$ cat config.mk
export PLATFORM = sky130hd
export DESIGN_NAME = pwdc_pulse_width_ctrl
export DESIGN_NICKNAME = d
export VERILOG_FILES = /design/src/pkg/pwdc_pkg.sv /design/src/hw/pwdc_delay_calc.sv /design/src/hw/pwdc_pulse_width_ctrl.sv
export VERILOG_INCLUDE_DIRS = /design/src /design/src/pkg
export SDC_FILE = /design/constraint.sdc
export NUM_CORES = 1
export LEC_CHECK = 0
export ABC_AREA = 1
export ABC_CLOCK_PERIOD_IN_PS = 14900
export BUFFER_PORTS_ARGS = -buffer_cell sky130_fd_sc_hd__buf_2
export CELL_PAD_IN_SITES_DETAIL_PLACEMENT = 2
export CELL_PAD_IN_SITES_GLOBAL_PLACEMENT = 2
export CORE_MARGIN = 3
export CORE_UTILIZATION = 37
export DETAILED_ROUTE_END_ITERATION = 16
export GPL_ROUTABILITY_DRIVEN = 1
export PLACE_DENSITY_LB_ADDON = 0.1
export SYNTH_ARGS = -nofsm -noshare
export SYNTH_HDL_FRONTEND = slang
export SYNTH_SLANG_ARGS = --single-unit
$ cat constraint.sdc
create_clock -name clk_in -period 14.9 [get_ports clk_in]
set_input_delay 1.49 -clock clk_in [delete_from_list [all_inputs] [get_ports clk_in]]
set_output_delay 1.49 -clock clk_in [all_outputs]
set_load 0.01 [all_outputs]
$ cat src/pkg/pwdc_consts.svh
// Constants of the pulse width delay control block.
// Assumes inclusion by bare name before use.
`ifndef PWDC_CONSTS_SVH
`define PWDC_CONSTS_SVH
// Register offsets on the plain register port.
`define PWDC_A_SEL 4'h0
`define PWDC_A_DATA 4'h1
`define PWDC_A_OFS 4'h2
`define PWDC_A_PANEL 4'h3
`define PWDC_A_CTRL 4'h4
`define PWDC_A_STAT 4'h5
`define PWDC_A_TOTAL 4'h6
`define PWDC_A_DISP 4'h7
// Field positions.
`define PWDC_SEL_EN 4
`define PWDC_OFS_BYP 10
`define PWDC_OFS_FADE 11
`define PWDC_OFS_MUTE 12
`define PWDC_CTRL_COMP 0
`define PWDC_CTRL_BYP 1
`define PWDC_CTRL_MS 2
// Decoder select codes.
`define PWDC_SEL_PANEL 4'h4
`define PWDC_SEL_OFS 4'h5
`define PWDC_SEL_JMP 4'h6
`define PWDC_SEL_FRM 4'h7
`define PWDC_SEL_PHY 4'h8
`define PWDC_SEL_CNT_A 4'h9
`define PWDC_SEL_CNT_B 4'hA
// Reset values.
`define PWDC_CTRL_RST 3'h0
`define PWDC_OFS_RST 13'h0000
// Timing.
`define PWDC_CLK_NS 5
`define PWDC_TICK_NS 19530
`define PWDC_TICK_CYC (`PWDC_TICK_NS / `PWDC_CLK_NS)
`define PWDC_TICK_10NS (`PWDC_TICK_NS / 10)
`define PWDC_TIMEOUT_US 1000000
`define PWDC_TIMEOUT_TICKS (`PWDC_TIMEOUT_US * 1000 / `PWDC_TICK_NS)
`define PWDC_CNT_MAX 12'hFFF
`define PWDC_FRAME_MS 40
`endif

$ cat src/pkg/pwdc_pkg.sv
// Types of the pulse width delay control block.
// Assumes nothing of its surroundings.
package pwdc_pkg;
  typedef enum logic [1:0] {
    pwdc_st_idle = 2'b00,
    pwdc_st_count = 2'b01,
    pwdc_st_end = 2'b11
  } pwdc_meas_t;
  typedef struct packed {
    pwdc_meas_t st;
    logic [11:0] cnt;
    logic [11:0] tick_cnt;
    logic eop1;
    logic eop2;
    logic [11:0] latch;
    logic irq;
    logic ovf;
    logic [15:0] tmo_cnt;
    logic tmo;
    logic [3:0] sel;
    logic sel_en;
    logic [12:0] ofs_stage;
    logic [12:0] ofs_latch;
    logic [7:0] panel;
    logic [2:0] ctrl;
    logic [31:0] rdata;
  } pwdc_state_t;
  typedef struct packed {
    logic [11:0] acc;
    logic valid;
    logic [31:0] total;
    logic [15:0] disp;
  } pwdc_calc_t;
endpackage : pwdc_pkg

$ cat src/hw/pwdc_delay_calc.sv
// Delay calculation: accepted width, hysteresis, total delay.
// Assumes one clock and a one-cycle capture pulse from the measurer.
`timescale 1ns/1ps
`include "pwdc_consts.svh"
module pwdc_delay_calc (
  input wire logic clk_in,
  input wire logic rst_in,
  input wire logic capture_in,
  input wire logic [11:0] count_in,
  input wire logic timeout_in,
  input wire logic [3:0] hyst_sel_in,
  input wire logic comp_en_in,
  input wire logic bypass_in,
  input wire logic unit_ms_in,
  input wire logic [15:0] base_bcd_in,
  output logic [31:0] total_out,
  output logic [15:0] display_out
);
  import pwdc_pkg::*;
  // Hysteresis window in microseconds per switch position.
  function automatic logic [11:0] hyst_us(input logic [3:0] p);
    unique case (p)
      4'h0: hyst_us = 12'h014;
      4'h1: hyst_us = 12'h027;
      4'h2: hyst_us = 12'h04E;
      4'h3: hyst_us = 12'h075;
      4'h4: hyst_us = 12'h09C;
      4'h5: hyst_us = 12'h0C3;
      4'h6: hyst_us = 12'h138;
      4'h7: hyst_us = 12'h270;
      4'h8: hyst_us = 12'h4E0;
      4'h9: hyst_us = 12'h9C0;
      default: hyst_us = 12'h9C0;
    endcase
  endfunction : hyst_us
  // Four decimal digits to binary milliseconds.
  function automatic logic [13:0] bcd_ms(input logic [15:0] b);
    bcd_ms = 14'(b[15:12] * 1000 + b[11:8] * 100 + b[7:4] * 10 + b[3:0]);
  endfunction : bcd_ms
  pwdc_calc_t s, n;
  logic [11:0] diff;
  logic [31:0] comp, base, ms;
  // Accept the first width, later ones only outside the window, then sum the delay.
  always_comb begin
    n = s;
    diff = (count_in > s.acc) ? 12'(count_in - s.acc) : 12'(s.acc - count_in);
    if (timeout_in) begin
      n.acc = `PWDC_CNT_MAX;
      n.valid = 1'b1;
    end else if (capture_in && (!s.valid || 32'(diff) * `PWDC_TICK_10NS > 32'(hyst_us(hyst_sel_in)) * 100)) begin
      n.acc = count_in;
      n.valid = 1'b1;
    end
    comp = 32'(s.acc) * `PWDC_TICK_10NS;
    base = 32'(bcd_ms(base_bcd_in)) * 100000;
    if (bypass_in) begin
      n.total = 32'h0;
    end else if (comp_en_in) begin
      n.total = base + comp;
    end else begin
      n.total = base;
    end
    ms = s.total / 100000;
    n.disp = unit_ms_in ? 16'(ms) : 16'(ms / `PWDC_FRAME_MS);
  end
  // State register.
  always_ff @(posedge clk_in or posedge rst_in) begin
    if (rst_in) begin
      s <= '0;
    end else begin
      s <= n;
    end
  end
  assign total_out = s.total;
  assign display_out = s.disp;
endmodule : pwdc_delay_calc

$ cat src/hw/pwdc_pulse_width_ctrl.sv
// Pulse width measurement, select decoder and offset latch.
// Assumes synchronous inputs, static jumpers and a 200 MHz clock.
//
// Implementation choices: the placing of the registers and the plain strobed port.
`timescale 1ns/1ps
`include "pwdc_consts.svh"
module pwdc_pulse_width_ctrl #(
  parameter int unsigned TIMEOUT_TICKS = `PWDC_TIMEOUT_TICKS
) (
  input wire logic clk_in,
  input wire logic rst_in,
  input wire logic [3:0] addr_in,
  input wire logic [31:0] wr_data_in,
  input wire logic wr_in,
  input wire logic rd_in,
  output logic [31:0] rd_data_out,
  input wire logic pulse_in,
  input wire logic active_low_jumper_in,
  input wire logic active_high_jumper_in,
  input wire logic [15:0] base_digits_in,
  input wire logic [7:0] toggle_sw_in,
  input wire logic [7:0] jumpers_in,
  input wire logic [7:0] frame_hyst_in,
  input wire logic [3:0] pulse_hyst_in,
  output logic irq_out,
  output logic digit0_select_out,
  output logic digit1_select_out,
  output logic digit2_select_out,
  output logic digit3_select_out,
  output logic panel_led_switch_select_out,
  output logic offset_word_select_out,
  output logic jumper_read_select_out,
  output logic frame_hyst_read_select_out,
  output logic pulse_hyst_read_select_out,
  output logic count_read_select_a_out,
  output logic count_read_select_b_out,
  output logic [7:0] panel_out,
  output logic [9:0] offset_out,
  output logic bypass_out,
  output logic fade_out,
  output logic mute_out,
  output logic [31:0] total_delay_out,
  output logic [15:0] display_out
);
  import pwdc_pkg::*;

  // ************************************************************
  // Declarations
  // ************************************************************

  pwdc_state_t s, n;
  logic active;
  logic active_high;
  logic tick;
  logic capture;
  logic count_clear;
  logic [10:0] sel_vec;
  logic [12:0] cnt_sum;

  // Read data of the function select decoder.
  function automatic logic [31:0] sel_data(
    input logic [3:0] sel,
    input logic [15:0] digits,
    input logic [7:0] toggles,
    input logic [7:0] jumpers,
    input logic [7:0] frame_h,
    input logic pres,
    input logic [3:0] pulse_h,
    input logic [11:0] latch
  );
    sel_data = 32'h0;
    unique case (sel)
      4'h0, 4'h1, 4'h2, 4'h3: sel_data = 32'(digits[{sel[1:0], 2'b00} +: 4]);
      `PWDC_SEL_PANEL: sel_data = 32'(toggles);
      `PWDC_SEL_JMP: sel_data = 32'(jumpers);
      `PWDC_SEL_FRM: sel_data = 32'(frame_h);
      `PWDC_SEL_PHY: sel_data = 32'({pres, pulse_h});
      `PWDC_SEL_CNT_A: sel_data = 32'(latch[7:0]);
      `PWDC_SEL_CNT_B: sel_data = 32'(latch[11:8]);
      default: sel_data = 32'h0;
    endcase
  endfunction : sel_data

  // ************************************************************
  // Input polarity and reference tick
  // ************************************************************

  // The level that counts as active follows the jumpers.
  assign active_high = active_high_jumper_in & ~active_low_jumper_in;
  assign active = active_high ? pulse_in : ~pulse_in;
  assign tick = (s.tick_cnt == 12'(`PWDC_TICK_CYC - 1));
  assign cnt_sum = {1'b0, s.cnt} + 13'h0001;

  // Latch the count once the second flag stands and no request is pending.
  assign capture = s.eop2 && !s.irq;

  // A read of the upper count nibble ends the measurement.
  assign count_clear = rd_in && (addr_in == `PWDC_A_DATA) && s.sel_en &&
                       (s.sel == `PWDC_SEL_CNT_B) && s.irq;

  // One-hot decoder selects.
  assign sel_vec = s.sel_en ? (11'h001 << s.sel) : 11'h000;

  // ************************************************************
  // Next state
  // ************************************************************

  // Measurement sequence, timeout and register access.
  always_comb begin
    n = s;
    n.rdata = 32'h0;
    n.tick_cnt = tick ? 12'h000 : 12'(s.tick_cnt + 12'h001);
    unique case (s.st)
      pwdc_st_idle: begin
        if (active) begin
          n.st = pwdc_st_count;
        end
      end
      pwdc_st_count: begin
        if (!active) begin
          n.st = pwdc_st_end;
          n.eop1 = 1'b1;
        end else if (tick) begin
          n.cnt = cnt_sum[11:0];
          if (cnt_sum[12]) begin
            n.ovf = 1'b1;
          end
        end
      end
      pwdc_st_end: begin
        if (tick) begin
          n.eop2 = s.eop1;
        end
      end
    endcase
    if (capture) begin
      n.latch = s.cnt;
      n.irq = 1'b1;
    end
    // Long active level: count ticks toward the one second limit.
    if (!active) begin
      n.tmo_cnt = 16'h0000;
      n.tmo = 1'b0;
    end else if (tick && !s.tmo) begin
      if (32'(s.tmo_cnt) == TIMEOUT_TICKS - 1) begin
        n.tmo = 1'b1;
      end else begin
        n.tmo_cnt = 16'(s.tmo_cnt + 16'h0001);
      end
    end
    // Offset word moves to the latch while its select stands.
    if (sel_vec[`PWDC_SEL_OFS]) begin
      n.ofs_latch = s.ofs_stage;
    end
    if (wr_in) begin
      unique case (addr_in)
        `PWDC_A_SEL: begin
          n.sel = wr_data_in[3:0];
          n.sel_en = wr_data_in[`PWDC_SEL_EN];
        end
        `PWDC_A_OFS: n.ofs_stage = wr_data_in[12:0];
        `PWDC_A_PANEL: n.panel = wr_data_in[7:0];
        `PWDC_A_CTRL: n.ctrl = wr_data_in[2:0];
        default: ;
      endcase
    end
    if (rd_in) begin
      unique case (addr_in)
        `PWDC_A_SEL: n.rdata = 32'({s.sel_en, s.sel});
        `PWDC_A_DATA: begin
          if (s.sel_en) begin
            n.rdata = sel_data(s.sel, base_digits_in, toggle_sw_in, jumpers_in,
                               frame_hyst_in, active, pulse_hyst_in, s.latch);
          end
        end
        `PWDC_A_OFS: n.rdata = 32'(s.ofs_stage);
        `PWDC_A_PANEL: n.rdata = 32'(s.panel);
        `PWDC_A_CTRL: n.rdata = 32'(s.ctrl);
        `PWDC_A_STAT: n.rdata = 32'({active, s.tmo, s.ovf, s.irq, s.eop2, s.eop1});
        `PWDC_A_TOTAL: n.rdata = total_delay_out;
        `PWDC_A_DISP: n.rdata = 32'(display_out);
        default: n.rdata = 32'h0;
      endcase
    end
    if (count_clear) begin
      n.eop1 = 1'b0;
      n.eop2 = 1'b0;
      n.cnt = 12'h000;
      n.irq = 1'b0;
      n.ovf = 1'b0;
      n.st = pwdc_st_idle;
    end
  end

  // ************************************************************
  // State register
  // ************************************************************

  // All state lives in one struct.
  always_ff @(posedge clk_in or posedge rst_in) begin
    if (rst_in) begin
      s <= '0;
      s.st <= pwdc_st_idle;
      s.ctrl <= `PWDC_CTRL_RST;
      s.ofs_stage <= `PWDC_OFS_RST;
      s.ofs_latch <= `PWDC_OFS_RST;
    end else begin
      s <= n;
    end
  end

  // ************************************************************
  // Delay calculation
  // ************************************************************

  // Turns the latched width into the total delay.
  pwdc_delay_calc u_calc (
    .clk_in(clk_in),
    .rst_in(rst_in),
    .capture_in(capture),
    .count_in(s.cnt),
    .timeout_in(s.tmo),
    .hyst_sel_in(pulse_hyst_in),
    .comp_en_in(s.ctrl[`PWDC_CTRL_COMP]),
    .bypass_in(s.ctrl[`PWDC_CTRL_BYP]),
    .unit_ms_in(s.ctrl[`PWDC_CTRL_MS]),
    .base_bcd_in(base_digits_in),
    .total_out(total_delay_out),
    .display_out(display_out)
  );

  // ************************************************************
  // Outputs
  // ************************************************************

  // Decoder selects, panel data, offset latch and read data.
  assign digit0_select_out = sel_vec[0];
  assign digit1_select_out = sel_vec[1];
  assign digit2_select_out = sel_vec[2];
  assign digit3_select_out = sel_vec[3];
  assign panel_led_switch_select_out = sel_vec[4];
  assign offset_word_select_out = sel_vec[5];
  assign jumper_read_select_out = sel_vec[6];
  assign frame_hyst_read_select_out = sel_vec[7];
  assign pulse_hyst_read_select_out = sel_vec[8];
  assign count_read_select_a_out = sel_vec[9];
  assign count_read_select_b_out = sel_vec[10];
  assign panel_out = s.panel;
  assign offset_out = s.ofs_latch[9:0];
  assign bypass_out = s.ofs_latch[`PWDC_OFS_BYP];
  assign fade_out = s.ofs_latch[`PWDC_OFS_FADE];
  assign mute_out = s.ofs_latch[`PWDC_OFS_MUTE];
  assign irq_out = s.irq;
  assign rd_data_out = s.rdata;
endmodule : pwdc_pulse_width_ctrl

# --- Word level (Yosys, flattened, before mapping) ---
# Memories as Yosys holds them, arrays and structs flattened.
# Cells that the tools add are included.
totals:
  regBits: 194
  mem_bits_ro: 192
  input_bits: 87
  output_inout_bits: 113
  word_cells: 143
  memories: 1
memory_table:
  columns: ["memory", "words", "width", "read_ports", "rd_ports_with_merged_regs", "write_ports", "line_no", "text"]
  rows:
  - ["(no name shown)", 16, 12, 1, 0, 0, "pwdc_delay_calc.sv:22", "unique case (p)"]
classes:
  n_addsub: 9
  n_mul: 7
  n_div: 2
  magnitude_cmp: 2
  n_eq_ne: 26
  shift: 2
  muxes: 36
  bitwise_logic: 3
  reduce_logical: 34
ops:
  columns: ["op", "n"]
  rows:
  - ["32-bit one-hot mux with 8 select lines", 1]
  - ["32-bit 2-to-1 mux", 3]
  - ["12-bit 2-to-1 mux", 6]
  - ["8-bit one-hot mux with 7 select lines", 1]
  - ["12-bit by 11-bit multiplier with 23-bit output, second input constant", 2]
  - ["17-bit 2-to-1 mux", 2]
  - ["31-bit by 23-bit adder with 32-bit output", 1]
  - ["32-bit by 17-bit divider with 32-bit output, second input constant", 1]
  - ["32-bit by 6-bit divider with 32-bit output, second input constant", 1]
  - ["16-bit 2-to-1 mux", 2]
  - ["4-bit by 3-bit equality test with 1-bit output, second input constant", 7]
  - ["14-bit by 12-bit multiplier with 26-bit output, second input constant", 1]
  - ["13-bit 2-to-1 mux", 2]
  - ["12-bit subtractor", 2]
  - ["23-bit by 19-bit greater-than comparator with 1-bit output", 1]
  - ["12-bit by 5-bit multiplier with 17-bit output, second input constant", 1]
  - ["16-bit by 1-bit adder with 16-bit output, second input constant", 1]
  - ["16-bit equality test, second input constant", 1]
  - ["4-bit by 2-bit equality test with 1-bit output, second input constant", 4]
  - ["2-bit AND reduction", 8]
  - ["16-bit by 5-bit indexed part select with 4-bit output", 1]
  - ["14-bit by 11-bit adder with 14-bit output", 1]
  - ["14-bit by 4-bit adder with 14-bit output", 1]
  - ["14-bit by 8-bit adder with 14-bit output", 1]
  - ["33 further kinds", 69]

# --- Logic depth before layout (Yosys ltp) ---
depth:
  ltp_word: 8
  ltp_mapped: 137
  ltp_nobuf: 134

# --- Modules after synthesis ---
# From an unflattened synthesis, not the netlist that was laid out.
unflattened:
  hier_cells: 3931
  area_unflattened_um2: 29300.6
modules_own_cells:
  columns: ["mod", "n_inst", "cells_per_inst", "area_each_um2"]
  rows:
  - ["pwdc_delay_calc", 1, 2917, 21662.0]
  - ["pwdc_pulse_width_ctrl", 1, 1014, 7638.6]

# --- Worst setup path after synthesis ---
# Ideal clock, no wire load.
synth_path:
  kind: "register to register"
  from: "register u_calc.s, in the netlist u_calc.total_out[26]"
  to: "register u_calc.s, in the netlist u_calc.display_out[0]"
  setup_time_ps: 116
  t_arrival_ps: 11594
  path_slack_ps: 3189
  stages_incl_launch_ff: 121
  path_buffers: 12
  period_less_slack_ps: 11711
  path_cell_list: "dfrtp_1 > nor2_2 > nand2_2 > nor2_2 > nand2_4 > nand2_4 > nand2_1 > nand2_2 > inv_2 > nand2_2 > inv_1 > nand2_1 > nand3_1 > nand2_2 > nand2_4 > buf_6 > nand2_2 > nand2_2 > [85 not listed] > nand2_1 > inv_1 > nor2_1 > nand2_1 > nor2_1 > nand3_2 > nand2_4 > nand2_1 > nand2_1 > inv_1 > nand2_1 > nor2_1 > nor2_1 > nand2_1 > nand2_1 > nand2_1 > nand2_1 > nand2_1"
synth_lines:
  columns: ["element", "line_no", "text"]
  rows:
  - ["from (decl)", "pwdc_delay_calc.sv:40", "pwdc_calc_t s, n;"]
  - ["from (signal assigned)", "pwdc_delay_calc.sv:71", "s <= n;"]

==> metrics <==
outcome=finished clean; P&R area growth vs syn=15.6%; design area=between 30,000 and 40,000 sq um; Bufs on Longest Clock Path=2; Max Cap Viol=0; Die Span Y=278 um; Synth Warn #=0; share of flip-flops with an asynchronous set or reset=100%; Worst Setup End Kind=register; Slowest-stage cell, CP=dfrtp_1; Syn Nets=4,392; total congestion overflow=0; clk sinks=194; Residual DRC=0; GR Util All Layers=25.2%; initial cell density of the core=roughly 37%; register area=4860 sq um; RePlAce Congestion=slightly below 0.9; Antenna Violating Nets Remaining=0; Tcrit/Tclk final=~92%; Gate Count Post-Synth=3,789; CP Class=reg2reg; die area=77,300 sq um; Setup Viol. Count Final=0; Hold Crit Class=reg2reg; vias in the first global route=28,800; Worst Path Buf+Inv=15; initial DRC count=921; Yosys reg bits=194; multi-input combinational cell area=19,700 sq um; initial antenna violation count=8; wire per inst=19.4 um; Final nets=4,699; Worst Path Max Fanout=8; vias per cell=roughly 5.2; CP Launch Type=register; Clock Pin Slew Worst Setup and Hold Paths=0.09 ns; first-pass GRT wire length=between 150,000 and 200,000 um; # fillers=just under 9,000; Worst-Skew Late Latency=around 0.51 ns; Fin Clk Skew=0.0181 ns; die width=278 um; Pre-antenna DRT Iters=5; slowest stage delay, CP=0.46 ns; IO Port Bufs=180; fin crit period=13.70 ns; WL final=98,500 um; Post-synth EDFFs=0; Slew HR=roughly 30%; CP delay by family, top=simple AND/OR/NAND/NOR gates; Arr. time, crit path=14.10 ns; Core Box Area=roughly 73,000 sq um; CTS Buf Count=17; hpwl dp=between 80,000 and 90,000 um; Vias=26,300; Worst-Margin Slew=1.04 ns; Crit path top cell by count=nand2_1; FP Rows=about 100; Final Hold Viols=0; clock tree from TritonCTS=built; largest net degree at the start of global routing=85; dpl cell area=30,100 sq um; sequential share of the synthesized area=between 15 and 20%; syn avg cell area=7.23 sq um; top_reg_cell synth=dfrtp_1; io pins=200; Slew Limit Fails=0; CTS Root Cell=clkbuf_16; synth unique cells=67; f_max=73.0 MHz; layout cells sized above 1=between 15 and 20%; cell area after synthesis=27,400 sq um; H-tree depth=4; CP Data Required Time=15.30 ns
-- metrics by stage --
stage	util, %	hold slack, ns	cells	setup TNS [ns]	worst slack [ns]
global route	43.2	0.522	5071	-0.236	-0.236
global placement	41.1	0.450	4993	0	0.482
floorplan	-	0.432	3789	0	3.19
CTS	42.0	0.486	5025	0	0.0430
detailed placement	41.1	0.473	4993	-0.135	-0.135
finish	43.2	0.484	5071	0	1.20
-- repair_timing --
item | 4_1_cts | 5_1_grt
hold buffers | 0 | 0
cloned | 0 | 6
pin swaps | 0 | 32
setup endpoints to repair | 1 | 3
endpoints found under the hold margin | 0 | 0
gates resized for setup | 6 | 132
setup buffers | 0 | 37
-- cell usage after synthesis (30+ instances only) --
| cell type | count | area [sq um] |
|---|---|---|
| nor2_1 | 269 | 1010 |
| xor2_1 | 118 | 1030 |
| nor3_1 | 52 | 260 |
| fa_1 | 146 | 2920 |
| nand2_1 | 826 | 3100 |
| o21ai_0 | 182 | 911 |
| a21oi_1 | 165 | 826 |
| ha_1 | 370 | 4630 |
| nand3_1 | 271 | 1360 |
| nand4_1 | 37 | 231 |
| nand2_2 | 63 | 394 |
| dfrtp_1 | 194 | 4850 |
| clkbuf_1 | 30 | 113 |
| inv_1 | 614 | 2300 |
| buf_4 | 98 | 736 |
| inv_2 | 41 | 154 |
-- layout by cell type, fill, tap and decap left out, drive strengths merged, types with 6 or more instances in the layout --
cell type / netlist / layout
a211oi: 10 / 10
xnor2: 24 / 24
nor3: 52 / 52
a221oi: 11 / 11
nor4: 6 / 6
clkinv: 9 / 14
nor2: 293 / 293
nand3: 283 / 286
inv: 655 / 664
fa: 146 / 146
mux2: 12 / 12
nand3b: 11 / 11
nand4: 37 / 37
a21o: 7 / 7
o22ai: 11 / 11
o31ai: 7 / 7
ha: 370 / 370
o221ai: 8 / 8
o21ai: 218 / 218
buf: 116 / 428
and2: 6 / 6
clkbuf: 30 / 17
nand2: 909 / 912
xor2: 118 / 118
dfrtp: 194 / 194
o21bai: 16 / 16
a21oi: 171 / 171
o211ai: 14 / 14
-- layer usage --
layer,part of all wire [%],GRT usage (%),vias up
li1,-,-,12700
met1,46,32.5,13200
met2,49,45.3,303
met3,2.4,2.25,97
met4,2.3,5.94,2
met5,0.011,0,-
-- final timing paths --
check / startpoint / end / slack [ns] / cells after the start
hold / removal: s[118] / s[118] / 0.48 / 1
setup reg to reg: u_calc.total_out[21] / u_calc.display_out[0] / 1.20 / 107
hold reg to reg: s[118] / s[118] / 0.48 / 1
max in group asynchronous: rst_in / s[80] / 11.85 / 4
min in group asynchronous: rst_in / rd_data_out[30] / 1.06 / 2
setup / recovery: u_calc.total_out[21] / u_calc.display_out[0] / 1.20 / 107
-- state kept, by name, indices dropped and copies added (netlist names) --
signal / count
fade_out: 1
s: 79
u_calc.display_out: 16
u_calc.total_out: 32
mute_out: 1
bypass_out: 1
irq_out: 1
panel_out: 8
rd_data_out: 32
u_calc.s: 13
offset_out: 10
-- cell type report --
type	count	share of cell area, %
antenna	3	0.0237
inverter	664	7.91
clock inverter	15	0.613
timing repair buffer	428	8.86
tap	959	3.79
sequential	194	15.4
multi-input combinational	2791	62.1
clock buffer	17	1.34
-- kinds of logic (layout without fill, tap and decap cells) --
group | count (synthesis) | in the layout | share of synthesized area (%)
buffers and inverters | 810 | 1124 | 12.8
AO/OA/AOI/OAI | 506 | 506 | 10.8
AND/OR/NAND/NOR | 1606 | 1612 | 25.9
multiplexers | 14 | 14 | 0.566
flip-flops | 194 | 194 | 17.7
XOR/XNOR | 142 | 142 | 4.54
other | 1 | 4 | 0.0137
adder cells (fa/ha/maj) | 516 | 516 | 27.6
Power is left out: the tool's default activity adds up to more than one toggle a clock period on the data nets, which glitch-free logic cannot reach.
